**src/hw/msq_defines.vh**
```
// shared constants for the modem symbol and sync qualifier block
`ifndef MSQ_DEFINES_VH
`define MSQ_DEFINES_VH
`define MSQ_FMT_2FSK 3'h0
`define MSQ_FMT_GFSK 3'h1
`define MSQ_FMT_OOK 3'h3
`define MSQ_FMT_4FSK 3'h4
`define MSQ_FMT_ASK 3'h5
`define MSQ_FMT_MSK 3'h7
`define MSQ_SM_NONE 2'h0
`define MSQ_SM_15OF16 2'h1
`define MSQ_SM_16OF16 2'h2
`define MSQ_SM_30OF32 2'h3
`define MSQ_SM_CS_BIT 2
`define MSQ_ERR16_MAX 5'h01
`define MSQ_ERR32_MAX 6'h02
`define MSQ_DEV_BASE 4'h8
`define MSQ_LVL_FULL 5'h03
`define MSQ_LVL_THIRD 5'h01
`define MSQ_GAUSS_SHIFT 2
`define MSQ_PQ_INC 8'h01
`define MSQ_PQ_DEC 8'h08
`define MSQ_PQ_MAX 8'hff
`define MSQ_PQ_SCALE 2
`define MSQ_PIN_PQ 6'h08
`define MSQ_PIN_CS 6'h0e
`define MSQ_ST_CS 6
`define MSQ_ST_PQ 5
`define MSQ_ST_SYNC 3
`define MSQ_ST_PIN 0
`define MSQ_PA_FULL 8'hff
`define MSQ_BYTE_LAST 3'h7
`endif

```
**src/hw/msq_sync_match.v**
```verilog
// sync word bit-error counter over the last 16 and 32 received bits
`timescale 1ns/1ps
`include "msq_defines.vh"
module msq_sync_match #(
	parameter SYNC_W = 16
) (
	input wire [2*SYNC_W-1:0] rx_shift,
	input wire [SYNC_W-1:0] sync_word,
	output reg [5:0] err_short,
	output reg [5:0] err_long
);
	wire [2*SYNC_W-1:0] diff;
	integer k;
	genvar g;
	// the long pattern is the sync word sent twice
	generate
		for (g = 0; g < 2*SYNC_W; g = g + 1) begin : g_diff
			assign diff[g] = rx_shift[g] ^ sync_word[g % SYNC_W];
		end
	endgenerate
	always @* begin
		err_short = 6'h00;
		err_long = 6'h00;
		for (k = 0; k < 2*SYNC_W; k = k + 1) begin
			err_long = err_long + {5'h00, diff[k]};
			if (k < SYNC_W) begin
				err_short = err_short + {5'h00, diff[k]};
			end
		end
	end
endmodule // msq_sync_match

```
**src/hw/msq_modem.v**
```verilog
// modem symbol mapper, line coder, sync qualifier and rssi status
`timescale 1ns/1ps
`include "msq_defines.vh"
module msq_modem #(
	parameter SYNC_W = 16,
	parameter RSSI_W = 8
) (
	input wire sys_clk,
	input wire rst_b,
	input wire clk_en,
	input wire [2:0] mod_format,
	input wire manch_en,
	input wire [2:0] dev_mantissa,
	input wire [2:0] dev_exponent,
	input wire [2:0] sync_mode,
	input wire [SYNC_W-1:0] sync_word,
	input wire [2:0] preamble_quality_threshold,
	input wire attach_trailer_bytes,
	input wire [1:0] rssi_avg_len,
	input wire [RSSI_W-1:0] cs_abs_thr,
	input wire [3:0] cs_hyst,
	input wire [5:0] pin_function_select,
	input wire [7:0] ask_low_level,
	input wire [7:0] ask_ramp_step,
	input wire sym_tick,
	input wire tx_en,
	input wire tx_bit_valid,
	input wire [1:0] tx_bit_data,
	input wire tx_bit_hdr,
	input wire rx_en,
	input wire rx_chip_stb,
	input wire rx_chip,
	input wire rssi_sample_stb,
	input wire [RSSI_W-1:0] rssi_sample,
	input wire pkt_end,
	output wire tx_ready,
	output wire [15:0] tx_freq_off,
	output wire [2:0] msk_trans_frac,
	output wire pa_on,
	output wire [7:0] pa_level,
	output wire [11:0] rx_dev_expect,
	output wire [7:0] rx_byte,
	output wire rx_byte_stb,
	output wire [RSSI_W-1:0] rssi_status,
	output wire carrier_sense,
	output wire preamble_quality_hit,
	output wire sync_found,
	output wire pin_out,
	output wire [7:0] packet_status_reg
);
	wire is_msk = (mod_format == `MSQ_FMT_MSK);
	wire is_gfsk = (mod_format == `MSQ_FMT_GFSK);
	wire is_4fsk = (mod_format == `MSQ_FMT_4FSK);
	wire is_ook = (mod_format == `MSQ_FMT_OOK);
	wire is_ask = (mod_format == `MSQ_FMT_ASK);
	wire is_am = is_ook | is_ask;
	// deviation in units of fxosc/2^17
	wire [11:0] dev_word = {8'h00, `MSQ_DEV_BASE + {1'b0, dev_mantissa}} << dev_exponent;

	// transmit path
	reg tx_ready_r;
	reg hold_full_r;
	reg [1:0] hold_data_r;
	reg hold_hdr_r;
	reg chip_phase_r;
	reg [4:0] tap0_r;
	reg [4:0] tap1_r;
	reg [4:0] tap2_r;
	reg chip_on_r;
	reg sym_live_r;
	reg [15:0] tx_freq_off_r;
	reg [2:0] msk_trans_frac_r;
	reg pa_on_r;
	reg [7:0] pa_level_r;
	reg [11:0] rx_dev_expect_r;
	reg [4:0] lvl_nxt;
	reg chip_nxt;
	reg [4:0] base_lvl;

	always @* begin
		base_lvl = 5'h00;
		// header always goes out on two levels, even in 4-level mode
		if (is_4fsk && !hold_hdr_r) begin
			case (hold_data_r)
				2'b01: base_lvl = -`MSQ_LVL_FULL;
				2'b00: base_lvl = -`MSQ_LVL_THIRD;
				2'b10: base_lvl = `MSQ_LVL_THIRD;
				2'b11: base_lvl = `MSQ_LVL_FULL;
				default: base_lvl = 5'h00;
			endcase
		end else begin
			base_lvl = hold_data_r[0] ? `MSQ_LVL_FULL : -`MSQ_LVL_FULL;
		end
		chip_nxt = hold_data_r[0];
		lvl_nxt = base_lvl;
		// second manchester chip is the complement of the first
		if (manch_en && chip_phase_r) begin
			chip_nxt = ~hold_data_r[0];
			lvl_nxt = -base_lvl;
		end
		if (is_msk) begin
			lvl_nxt = -lvl_nxt;
		end
	end

	wire consume = sym_tick && tx_en && hold_full_r && (!manch_en || chip_phase_r);
	wire emit = sym_tick && tx_en && hold_full_r;

	always @(posedge sys_clk or negedge rst_b) begin
		if (!rst_b) begin
			tx_ready_r <= 1'b0;
			hold_full_r <= 1'b0;
			hold_data_r <= 2'b00;
			hold_hdr_r <= 1'b0;
			chip_phase_r <= 1'b0;
			tap0_r <= 5'h00;
			tap1_r <= 5'h00;
			tap2_r <= 5'h00;
			chip_on_r <= 1'b0;
			sym_live_r <= 1'b0;
		end else if (clk_en) begin
			tx_ready_r <= tx_en && !(hold_full_r && !consume) && !(tx_bit_valid && tx_ready_r);
			if (tx_bit_valid && tx_ready_r) begin
				hold_full_r <= 1'b1;
				hold_data_r <= tx_bit_data;
				hold_hdr_r <= tx_bit_hdr;
			end else if (consume || !tx_en) begin
				hold_full_r <= 1'b0;
			end
			if (!tx_en) begin
				chip_phase_r <= 1'b0;
			end else if (emit && manch_en) begin
				chip_phase_r <= ~chip_phase_r;
			end
			// an empty slot sends a zero level with the carrier off
			if (sym_tick && tx_en) begin
				tap0_r <= emit ? lvl_nxt : 5'h00;
				tap1_r <= tap0_r;
				tap2_r <= tap1_r;
				chip_on_r <= emit && chip_nxt;
				sym_live_r <= emit;
			end else if (!tx_en) begin
				tap0_r <= 5'h00;
				tap1_r <= 5'h00;
				tap2_r <= 5'h00;
				chip_on_r <= 1'b0;
				sym_live_r <= 1'b0;
			end
		end
	end

	// gaussian taps 1-2-1 over three symbols; costs one symbol of latency
	wire [4:0] gauss_sum = tap2_r + {tap1_r[3:0], 1'b0} + tap0_r;
	wire [4:0] lvl_sum = is_gfsk ? gauss_sum : {tap0_r[2:0], 2'b00};
	wire signed [17:0] freq_prod = $signed({1'b0, dev_word}) * $signed(lvl_sum);
	wire [17:0] freq_scaled = freq_prod >>> `MSQ_GAUSS_SHIFT;
	wire [7:0] ask_target = chip_on_r ? `MSQ_PA_FULL : ask_low_level;

	always @(posedge sys_clk or negedge rst_b) begin
		if (!rst_b) begin
			tx_freq_off_r <= 16'h0000;
			msk_trans_frac_r <= 3'h0;
			pa_on_r <= 1'b0;
			pa_level_r <= 8'h00;
			rx_dev_expect_r <= 12'h000;
		end else if (clk_en) begin
			tx_freq_off_r <= is_am ? 16'h0000 : freq_scaled[15:0];
			msk_trans_frac_r <= is_msk ? dev_mantissa : 3'h0;
			rx_dev_expect_r <= (is_msk || is_am) ? 12'h000 : dev_word;
			if (is_ook) begin
				pa_on_r <= chip_on_r;
				pa_level_r <= chip_on_r ? `MSQ_PA_FULL : 8'h00;
			end else if (is_ask) begin
				pa_on_r <= sym_live_r;
				// zero step means hard keying, otherwise a linear ramp
				if (ask_ramp_step == 8'h00) begin
					pa_level_r <= ask_target;
				end else if (pa_level_r < ask_target) begin
					pa_level_r <= (ask_target - pa_level_r > ask_ramp_step) ?
						pa_level_r + ask_ramp_step : ask_target;
				end else begin
					pa_level_r <= (pa_level_r - ask_target > ask_ramp_step) ?
						pa_level_r - ask_ramp_step : ask_target;
				end
			end else begin
				pa_on_r <= sym_live_r;
				pa_level_r <= `MSQ_PA_FULL;
			end
		end
	end

	// receive path
	reg rx_en_d_r;
	reg rx_phase_r;
	reg rx_first_r;
	reg [2*SYNC_W-1:0] rx_shift_r;
	reg prev_bit_r;
	reg [7:0] pq_cnt_r;
	reg pq_hit_r;
	reg sync_found_r;
	reg cs_r;
	reg [2:0] bit_cnt_r;
	reg [7:0] byte_sh_r;
	reg [7:0] rx_byte_r;
	reg rx_byte_stb_r;
	reg pin_out_r;
	reg [7:0] pkt_status_r;
	reg [RSSI_W-1:0] rssi_last_r;
	wire [5:0] err_short;
	wire [5:0] err_long;

	wire rx_enter = rx_en && !rx_en_d_r;
	wire chip_in = is_msk ? ~rx_chip : rx_chip;
	wire bit_stb = rx_en && rx_chip_stb && (!manch_en || rx_phase_r);
	wire bit_val = manch_en ? rx_first_r : chip_in;
	wire [2*SYNC_W-1:0] shift_nxt = {rx_shift_r[2*SYNC_W-2:0], bit_val};
	wire [7:0] pq_limit = {3'h0, preamble_quality_threshold, 2'b00};
	wire pq_gate = (preamble_quality_threshold == 3'h0) || (pq_cnt_r >= pq_limit);
	wire sync_en = (sync_mode[1:0] != `MSQ_SM_NONE);
	wire cs_ok = !sync_mode[`MSQ_SM_CS_BIT] || cs_r;

	msq_sync_match #(
		.SYNC_W(SYNC_W)
	) u_match (
		.rx_shift(shift_nxt),
		.sync_word(sync_word),
		.err_short(err_short),
		.err_long(err_long)
	);

	reg word_ok;
	always @* begin
		case (sync_mode[1:0])
			`MSQ_SM_15OF16: word_ok = (err_short[4:0] <= `MSQ_ERR16_MAX);
			`MSQ_SM_16OF16: word_ok = (err_short == 6'h00);
			`MSQ_SM_30OF32: word_ok = (err_long <= `MSQ_ERR32_MAX);
			default: word_ok = 1'b0;
		endcase
	end
	wire sync_hit = bit_stb && sync_en && !sync_found_r && word_ok && pq_gate && cs_ok;
	// data flows only once sync is held, or without sync when carrier sense is met or not required
	wire rx_pass = sync_en ? sync_found_r : cs_ok;

	always @(posedge sys_clk or negedge rst_b) begin
		if (!rst_b) begin
			rx_en_d_r <= 1'b0;
			rx_phase_r <= 1'b0;
			rx_first_r <= 1'b0;
			rx_shift_r <= {2*SYNC_W{1'b0}};
			prev_bit_r <= 1'b0;
			pq_cnt_r <= 8'h00;
			pq_hit_r <= 1'b0;
			sync_found_r <= 1'b0;
			bit_cnt_r <= 3'h0;
			byte_sh_r <= 8'h00;
			rx_byte_r <= 8'h00;
			rx_byte_stb_r <= 1'b0;
		end else if (clk_en) begin
			rx_en_d_r <= rx_en;
			rx_byte_stb_r <= 1'b0;
			if (!rx_en || rx_enter) begin
				rx_phase_r <= 1'b0;
				pq_cnt_r <= 8'h00;
				sync_found_r <= 1'b0;
				bit_cnt_r <= 3'h0;
			end else begin
				if (rx_chip_stb && manch_en) begin
					rx_phase_r <= ~rx_phase_r;
					if (!rx_phase_r) begin
						rx_first_r <= chip_in;
					end
				end
				if (bit_stb) begin
					rx_shift_r <= shift_nxt;
					prev_bit_r <= bit_val;
					// counter saturates at both ends
					if (bit_val != prev_bit_r) begin
						pq_cnt_r <= (pq_cnt_r == `MSQ_PQ_MAX) ? pq_cnt_r : pq_cnt_r + `MSQ_PQ_INC;
					end else begin
						pq_cnt_r <= (pq_cnt_r < `MSQ_PQ_DEC) ? 8'h00 : pq_cnt_r - `MSQ_PQ_DEC;
					end
				end
				if (sync_hit) begin
					sync_found_r <= 1'b1;
					bit_cnt_r <= 3'h0;
				end else if (bit_stb && rx_pass) begin
					byte_sh_r <= {byte_sh_r[6:0], bit_val};
					bit_cnt_r <= bit_cnt_r + 3'h1;
					if (bit_cnt_r == `MSQ_BYTE_LAST) begin
						rx_byte_r <= {byte_sh_r[6:0], bit_val};
						rx_byte_stb_r <= 1'b1;
					end
				end
				// trailer byte takes precedence over a coincident data byte
				if (pkt_end && attach_trailer_bytes) begin
					rx_byte_r <= rssi_last_r;
					rx_byte_stb_r <= 1'b1;
				end
			end
			pq_hit_r <= rx_en && (pq_cnt_r > pq_limit);
		end
	end

	// rssi averaging, freeze and carrier sense
	reg [RSSI_W+2:0] rssi_acc_r;
	reg [2:0] rssi_cnt_r;
	reg [RSSI_W-1:0] rssi_status_r;
	wire [RSSI_W+2:0] acc_sum = rssi_acc_r + {{3{rssi_sample[RSSI_W-1]}}, rssi_sample};
	wire [RSSI_W+2:0] acc_avg = $signed(acc_sum) >>> rssi_avg_len;
	wire [2:0] cnt_last = (3'h1 << rssi_avg_len) - 3'h1;
	wire avg_done = rx_en && rssi_sample_stb && (rssi_cnt_r == cnt_last);
	wire signed [RSSI_W:0] avg_s = $signed(acc_avg[RSSI_W:0]);
	wire signed [RSSI_W:0] thr_s = $signed({cs_abs_thr[RSSI_W-1], cs_abs_thr});
	wire signed [RSSI_W:0] thr_lo = thr_s - $signed({{(RSSI_W-3){1'b0}}, cs_hyst});
	wire rssi_frozen = sync_en && sync_found_r;

	always @(posedge sys_clk or negedge rst_b) begin
		if (!rst_b) begin
			rssi_acc_r <= {(RSSI_W+3){1'b0}};
			rssi_cnt_r <= 3'h0;
			rssi_status_r <= {RSSI_W{1'b0}};
			rssi_last_r <= {RSSI_W{1'b0}};
			cs_r <= 1'b0;
			pin_out_r <= 1'b0;
			pkt_status_r <= 8'h00;
		end else if (clk_en) begin
			if (!rx_en || rx_enter) begin
				rssi_acc_r <= {(RSSI_W+3){1'b0}};
				rssi_cnt_r <= 3'h0;
			end else if (rssi_sample_stb) begin
				rssi_acc_r <= avg_done ? {(RSSI_W+3){1'b0}} : acc_sum;
				rssi_cnt_r <= avg_done ? 3'h0 : rssi_cnt_r + 3'h1;
			end
			if (avg_done) begin
				rssi_last_r <= acc_avg[RSSI_W-1:0];
				// signed half-db value kept as is for software to read
				if (!rssi_frozen) begin
					rssi_status_r <= acc_avg[RSSI_W-1:0];
				end
				if (avg_s > thr_s) begin
					cs_r <= 1'b1;
				end else if (avg_s < thr_lo) begin
					cs_r <= 1'b0;
				end
			end
			if (!rx_en) begin
				cs_r <= 1'b0;
			end
			case (pin_function_select)
				`MSQ_PIN_PQ: pin_out_r <= pq_hit_r;
				`MSQ_PIN_CS: pin_out_r <= cs_r;
				default: pin_out_r <= 1'b0;
			endcase
			pkt_status_r <= 8'h00;
			pkt_status_r[`MSQ_ST_CS] <= cs_r;
			pkt_status_r[`MSQ_ST_PQ] <= pq_hit_r;
			pkt_status_r[`MSQ_ST_SYNC] <= sync_found_r;
			pkt_status_r[`MSQ_ST_PIN] <= pin_out_r;
		end
	end

	assign tx_ready = tx_ready_r;
	assign tx_freq_off = tx_freq_off_r;
	assign msk_trans_frac = msk_trans_frac_r;
	assign pa_on = pa_on_r;
	assign pa_level = pa_level_r;
	assign rx_dev_expect = rx_dev_expect_r;
	assign rx_byte = rx_byte_r;
	assign rx_byte_stb = rx_byte_stb_r;
	assign rssi_status = rssi_status_r;
	assign carrier_sense = cs_r;
	assign preamble_quality_hit = pq_hit_r;
	assign sync_found = sync_found_r;
	assign pin_out = pin_out_r;
	assign packet_status_reg = pkt_status_r;
endmodule // msq_modem

```
**config.mk**
```make
export PLATFORM = sky130hd
export DESIGN_NAME = msq_modem
export DESIGN_NICKNAME = d
export VERILOG_FILES = /design/src/hw/msq_sync_match.v /design/src/hw/msq_modem.v
export VERILOG_INCLUDE_DIRS = /design/src /design/src/hw
export SDC_FILE = /design/constraint.sdc
export NUM_CORES = 1
export LEC_CHECK = 0
export BUFFER_PORTS_ARGS = -buffer_cell sky130_fd_sc_hd__buf_2
export CAP_MARGIN = 0
export CORE_UTILIZATION = 60
export DETAILED_ROUTE_END_ITERATION = 7
export GPL_TIMING_DRIVEN = 0
export HOLD_SLACK_MARGIN = 0.15
export PLACE_DENSITY = 0.82
export SLEW_MARGIN = 10
export SYNTH_ARGS = -nofsm -noshare
export SYNTH_HDL_FRONTEND = slang
export SYNTH_SLANG_ARGS = --single-unit
```
**constraint.sdc**
```tcl
create_clock -name sys_clk -period 11.3 [get_ports sys_clk]
set_input_delay 2.26 -clock sys_clk [delete_from_list [all_inputs] [get_ports sys_clk]]
set_output_delay 2.26 -clock sys_clk [all_outputs]
set_load 0.005 [all_outputs]
```
==> results.yml, run 1 <==
floorplan:
  initial_core_util_pct: 60.96
  design.core.area_um2: 22570
  die_h_um: 153.4
  io-pin-count: 161
  num_rows: 55
  die-area_um2: 23540
  die_x_um: 153.4
sta:
  fmax_mhz: 94.19
  period_needed_ns: 10.62
  finalSetupViolCount: 0
  clock-skew-final_ns: 0.01159
  fin_setup_tns_ns: 0
  tightest_slew_ns: 0.7452
  timing_hold_violations_final: 0
  fin_hold_ws_ns: 0.4875
  rsz0062_at_grt: "false"
  slew_viol_final: 0
  setup_slack_ns: 0.6836
  period_share_pct: 93.95
  maxSlewHeadroom_pct: 50.32
yosys:
  synth-compound-area-share_pct: 18.00
  synthSimpleGateAreaFrac_pct: 14.91
  netlist_area_um2: 13760
  synth_top_area_cell: "dfrtp_1"
  synthMuxAreaShare_pct: 7.220
  synth-seq-cells: 154
  syn_area_per_cell_um2: 9.392
  synth_edf_count: 0
  synth_area_leaders: "dfrtp_1 (28%), ha_1 (12%), fa_1 (8.7%)"
  synth_xor_xnor_area_share_pct: 4.647
  yosysWarnings: 0
  yosys_most_used_dff: "dfrtp_1"
  async_reset_ff_share_pct: 100.0
  synth.distinct_cells: 92
  synth_top_family_by_area: "adder cells"
  seq_area_frac_synth_pct: 28.01
  syn-instance-count: 1465
  synth_adder_area_share_pct: 21.10
  synth_top_area_share_pct: 28.01
worst_hold_path:
  hp-class: "reg -> reg"
  hold_depth: 1
  worst_hold_path.endpoint: "rx_dev_expect[3]$_DFFE_PN0P_"
  min_from: "rx_dev_expect[3]$_DFFE_PN0P_"
route:
  antenna_left: 0
  wl_per_cell_um: 18.11
  wl_mm: 35.02
  drt_first_pass_iters: 5
  drcViolationCount: 0
  drt_iter0_drc: 891
  vias: 11840
  vias_per_cell: 6.124
placement:
  place_congestion: 0.9511
  pre_cts_ws_ns: 0.09555
  dpl_cell_area_um2: 14890
  port_buffers: 145
  place.detailed.hpwl_mm: 26.78
cts:
  htreeDepth: 4
  insertion_delay_ns: 0.44
  clock_sinks: 154
  clock-root-buffer: "clkbuf_16"
  cts_setup_buffers: 0
  clk_pin_slew_worst_paths_ns: 0.06
  max-clock-path-buffers: 2
  cts_buffers: 17
  cts_tree: "yes"
setup_path:
  reg2reg_depth: 20
  rr_startpoint: "rx_first_r$_DFFE_PN0P_"
  cp_slowest_stage_delay_ns: 0.67
  worstPathCellList: "buf_2 -> nand3_2 -> nand2_1 -> nand2_1 -> mux2i_1 -> xnor2_1 -> ha_1 -> inv_1 -> fa_1 -> fa_1 -> fa_1 -> fa_1 -> fa_1 -> fa_1 -> fa_1 -> fa_1 -> fa_1 -> inv_1 -> fa_1 -> fa_1 -> a22oi_1 -> o2111ai_1 -> a2111oi_1 -> o21ai_0"
  setup.worst_path.class: "in -> reg"
  r2r_setup_slack_ns: 2.83
  crit_start: "mod_format[1]"
  critPathSlowestCell: "a2111oi_1"
  cp-start-kind: "input port"
  crit_arrival_ns: 10.90
  reg2reg_to: "bit_cnt_r[0]$_DFFE_PN0P_"
  end_kind: "flip-flop"
  crit_top_cell: "fa_1"
  cp_max_fo: 8
  required_ns: 11.58
cells_and_area:
  final_area_um2: 15460
  layout_common_cells: "dfrtp_1 (154), buf_2 (151), inv_1 (148), ha_1 (136), nand2_1 (102)"
  top_register: "rx_shift_r"
  nFillCells: 1814
  largest_reg_flops: 31
  drive_gt1_share_pct: 17.91
  layout.nets: 1921
  layout_commonest_cell: "dfrtp_1"
  area_growth_pct: 12.33
power_and_ir_drop:
  pwr-share-seq_pct: 24.4
  p_int_w: 0.001571
  peakVddDrop_v: 0.0001916
  pwr-share-comb_pct: 55.5
  cellPowerDensity_nw_per_um2: 178.5
  netSwitchingFraction_pct: 43.07
  power_frac_clock_pct: 20.1
  switchingPower_w: 0.001188
  p_leak_nw: 7.643
global_route:
  overflow: 0
  grt_antenna_before_repair: 2
  grtUsageTotal_pct: 31.21
  grt_max_degree: 100
  grt_pass1_vias: 11840
  grt_pass1_wl_mm: 58.81
flow_run:
  max_cap_viol_count: 0
outcome:
  outcome: "completed"
==> worst max-delay path, delay by kind of cell <==
| kind | cells | cell delay [ns] |
|---|---|---|
| AO/OA/AOI/OAI | 4 | 1.17 |
| XOR/XNOR | 1 | 0.13 |
| adder cells (fa/ha/maj) | 12 | 6.04 |
| buffers and inverters | 3 | 0.30 |
| multiplexers | 1 | 0.45 |
| AND/OR/NAND/NOR | 3 | 0.54 |
==> power groups by stage <==
stage | clock (W) | sequential (W) | combinational, W
3_3_place_gp | 0 | 0.000679 | 0.00145
6_report | 0.000556 | 0.000672 | 0.00153
5_1_grt | 0.000584 | 0.000680 | 0.00176
4_1_cts | 0.000559 | 0.000672 | 0.00154
2_1_floorplan | 0 | 0.000669 | 0.00113
3_5_place_dp | 0 | 0.000681 | 0.00152
==> area by class of cell <==
type	instances	area, µm²	area share, %
diodes	2	5.005	0.03238
plain buffers	62	279.0	1.805
clock buffers	19	432.9	2.801
clock inverters	13	122.6	0.7933
inverters	149	559.3	3.619
multi-input cells	1104	9084	58.77
flip-flops and latches	154	3854	24.93
well taps	285	356.6	2.307
repair buffers	146	763.2	4.938
==> synthesized netlist by cell type (13+ instances only) <==
cell       number
o21ai_0        78
a22o_1         29
a211oi_1       13
ha_1          136
nand2b_1       23
clkbuf_1       45
nand3_1        34
mux2i_1        16
inv_1         148
o2bb2ai_1      17
dfrtp_1       154
nor3_1         25
xor2_1         18
nor2b_1        26
a21oi_1        63
nand2_1       102
fa_1           60
mux2_2         69
nor2_1         78
a21o_1         13
xnor2_1        55
and3_1         17
nand4_1        15
==> per-stage QoR <==
| step | util, % | instances | power (W) |
|---|---|---|---|
| 2_1_floorplan | - | 1469 | 0.001801 |
| 3_3_place_gp | 65.82 | 1899 | 0.002132 |
| 3_5_place_dp | 65.99 | 1900 | 0.002201 |
| 4_1_cts | 68.45 | 1932 | 0.002767 |
| 5_1_grt | 68.46 | 1933 | 0.003026 |
| 6_report | 68.48 | 1934 | 0.002759 |
==> logic make-up (layout without fill, tap and decap cells) <==
family,Yosys count,in the layout
multiplexers,88,88
other,1,7
AND/OR/NAND/NOR,393,393
adder cells (fa/ha/maj),196,196
buffers and inverters,211,389
XOR/XNOR,73,73
AO/OA/AOI/OAI,349,349
flip-flops,154,154
==> layer usage <==
metal  track usage (%)  up-vias  wire length [µm]
li1                  -     5557                 -
met1             41.66     5768             15360
met2             51.69      442             16660
met3             4.480       77              2018
met4             11.57        0               981
met5                 0        -                 0
==> worst max-delay path by stage <==
stage                                     to  slack, ns  depth (start not counted)
global placement    bit_cnt_r[0]$_DFFE_PN0P_       0.22                         24
global route        bit_cnt_r[0]$_DFFE_PN0P_       0.18                         24
detailed placement  bit_cnt_r[0]$_DFFE_PN0P_        0.1                         24
finish              bit_cnt_r[0]$_DFFE_PN0P_       0.68                         24
CTS                 bit_cnt_r[0]$_DFFE_PN0P_       0.46                         24
floorplan           bit_cnt_r[0]$_DFFE_PN0P_       1.06                         24
==> what timing repair did <==
| action | in CTS | in global routing |
|---|---|---|
| gates resized for setup | 0 | 1 |
| endpoints found under the setup margin | 0 | 3 |
| hold buffers | 0 | 0 |
(Power assumes the default switching activity.)
==> run 2: changes to the inputs <==
--- a/config.mk
+++ b/config.mk
@@ -8,11 +8,10 @@
 export LEC_CHECK = 0
 export BUFFER_PORTS_ARGS = -buffer_cell sky130_fd_sc_hd__buf_2
 export CAP_MARGIN = 0
-export CORE_UTILIZATION = 60
+export CORE_UTILIZATION = 43
 export DETAILED_ROUTE_END_ITERATION = 7
 export GPL_TIMING_DRIVEN = 0
 export HOLD_SLACK_MARGIN = 0.15
-export PLACE_DENSITY = 0.82
 export SLEW_MARGIN = 10
 export SYNTH_ARGS = -nofsm -noshare
 export SYNTH_HDL_FRONTEND = slang
==> results.yml, run 2 (synthesis gave the netlist of run 1 again) <==
floorplan:
  design.core.area_um2: 31560
  io-pin-count: 161
  die_h_um: 180.9
  num_rows: 65
  die_x_um: 180.9
  initial_core_util_pct: 43.60
  die-area_um2: 32720
route:
  wl_per_cell_um: 17.80
  drt_first_pass_iters: 8
  vias: 11380
  antenna_left: 0
  vias_per_cell: 5.549
  wl_mm: 36.49
  drcViolationCount: 2
  drt_iter0_drc: 615
setup_path:
  crit_top_cell: "fa_1"
  setup.worst_path.class: "in -> reg"
  cp_max_fo: 8
  cp_slowest_stage_delay_ns: 0.69
  crit_arrival_ns: 11.06
  end_kind: "flip-flop"
  critPathSlowestCell: "a2111oi_1"
  required_ns: 11.59
  worstPathCellList: "buf_2 -> nand3_2 -> nand2_1 -> nand2_1 -> mux2i_1 -> xnor2_1 -> ha_1 -> inv_1 -> fa_1 -> fa_1 -> fa_1 -> fa_1 -> fa_1 -> fa_1 -> fa_1 -> fa_1 -> fa_1 -> inv_1 -> fa_1 -> fa_1 -> a22oi_1 -> o2111ai_1 -> a2111oi_1 -> o21ai_0"
  cp-start-kind: "input port"
cells_and_area:
  nFillCells: 3039
  layout.nets: 1921
  fin_util_pct: 49.58
  area_growth_pct: 13.71
  seq_area_um2: 3854
  multi_input_area_um2: 9084
  largest_reg_flops: 31
  drive_gt1_share_pct: 18.03
  top_register: "rx_shift_r"
  layout_common_cells: "dfrtp_1 (154), buf_2 (151), inv_1 (148), ha_1 (136), nand2_1 (102)"
  layout_commonest_cell: "dfrtp_1"
power_and_ir_drop:
  cellPowerDensity_nw_per_um2: 179.3
  pwr-share-seq_pct: 23.9
  p_int_w: 0.001599
  totalPowerFinal_w: 0.002806
  power_frac_clock_pct: 21.8
  switchingPower_w: 0.001207
  p_leak_nw: 7.679
  pwr-share-comb_pct: 54.2
  netSwitchingFraction_pct: 43.01
  peakVddDrop_v: 0.0001777
flow_run:
  max_cap_viol_count: 0
cts:
  clk_pin_slew_worst_paths_ns: 0.07
  clock_sinks: 154
  cts_buffers: 17
  max-clock-path-buffers: 2
  clock-root-buffer: "clkbuf_16"
  cts_setup_buffers: 0
  insertion_delay_ns: 0.45
  htreeDepth: 4
  cts_tree: "yes"
global_route:
  grt_pass1_wl_mm: 60.45
  grt_pass1_vias: 11420
  grt_antenna_before_repair: 1
  grtUsageTotal_pct: 23.27
  grt_max_degree: 96
  overflow: 0
sta:
  tightest_slew_ns: 0.8090
  maxSlewHeadroom_pct: 46.07
  rsz0062_at_grt: "false"
  period_needed_ns: 10.77
  clock-skew-final_ns: 0.01403
  timing_hold_violations_final: 0
  fmax_mhz: 92.84
  slew_viol_final: 0
  finalSetupViolCount: 0
  period_share_pct: 95.32
worst_hold_path:
  hp-class: "reg -> reg"
outcome:
  outcome: "complete, but fails checks"
  violations: "DRC"
placement:
  place_congestion: 0.8915
  place.detailed.hpwl_mm: 28.46
  port_buffers: 145
run 2: layout make-up:
| class | instances | share of cell area, % |
|---|---|---|
| Clock buffer | 17 | 2.719 |
| Tap cell | 402 | 3.215 |
| Multi-Input combinational cell | 1104 | 58.06 |
| Inverter | 149 | 3.575 |
| Buffer | 62 | 1.783 |
| Sequential cell | 154 | 24.63 |
| Clock inverter | 15 | 1.128 |
| Timing Repair Buffer | 146 | 4.878 |
| Antenna cell | 1 | 0.01599 |
run 2: repair_timing:
item                                    in CTS  in global routing
hold buffers                                 0                  0
gates resized for setup                      0                  1
endpoints found under the setup margin       0                  3
run 2: path summary, 6_finish.rpt:
path / slack [ns] / depth (start not counted) / from / endpoint
hold reg to reg: 0.48 / 2 / rssi_last_r[3]$_DFFE_PN0P_ / rssi_last_r[3]$_DFFE_PN0P_
hold / removal: 0.48 / 2 / rssi_last_r[3]$_DFFE_PN0P_ / rssi_last_r[3]$_DFFE_PN0P_
max in group asynchronous: 8.67 / 2 / rst_b / rx_shift_r[30]$_DFFE_PN0P_
setup / recovery: 0.53 / 24 / mod_format[0] / bit_cnt_r[2]$_DFFE_PN0P_
min in group asynchronous: 1.75 / 1 / rst_b / pa_level[7]$_DFFE_PN0P_
setup reg to reg: 2.75 / 20 / rx_first_r$_DFFE_PN0P_ / bit_cnt_r[2]$_DFFE_PN0P_
run 2: through the flow:
step | cell area [µm²] | setup slack (ns) | hold WS, ns | std cells | setup TNS [ns]
floorplan | 13770 | 1.064 | 0.4446 | 1469 | 0
global placement | 15000 | 0.02756 | 0.4583 | 2016 | 0
detailed placement | 15040 | -0.1298 | 0.4676 | 2017 | -0.2795
CTS | 15640 | 0.3083 | 0.4827 | 2049 | 0
global route | 15650 | 0.08122 | 0.5061 | 2050 | 0
finish | 15650 | 0.5288 | 0.4769 | 2050 | 0
run 2: critical path, delay by kind of cell:
family	cells	cell delay, ns
AOI/OAI and AO/OA	4	1.21
xor gates and xnor gates	1	0.14
adders and majority gates	12	6.05
buffers and inverters	3	0.31
muxes	1	0.48
and+or+nand+nor	3	0.57
run 2: power groups by stage:
stage | Combinational (W) | Sequential, W | Clock, W
3_3_place_gp | 0.00149 | 0.000681 | 0
6_report | 0.00152 | 0.000672 | 0.000612
3_5_place_dp | 0.00153 | 0.000682 | 0
4_1_cts | 0.00154 | 0.000672 | 0.000627
2_1_floorplan | 0.00113 | 0.000669 | 0
5_1_grt | 0.00176 | 0.000683 | 0.000646
run 2: routing by layer:
metal	wire length, µm	GRT usage [%]
met3	1667	3.830
met1	17420	32.41
met4	656	6.735
met5	0	0
met2	16750	37.10
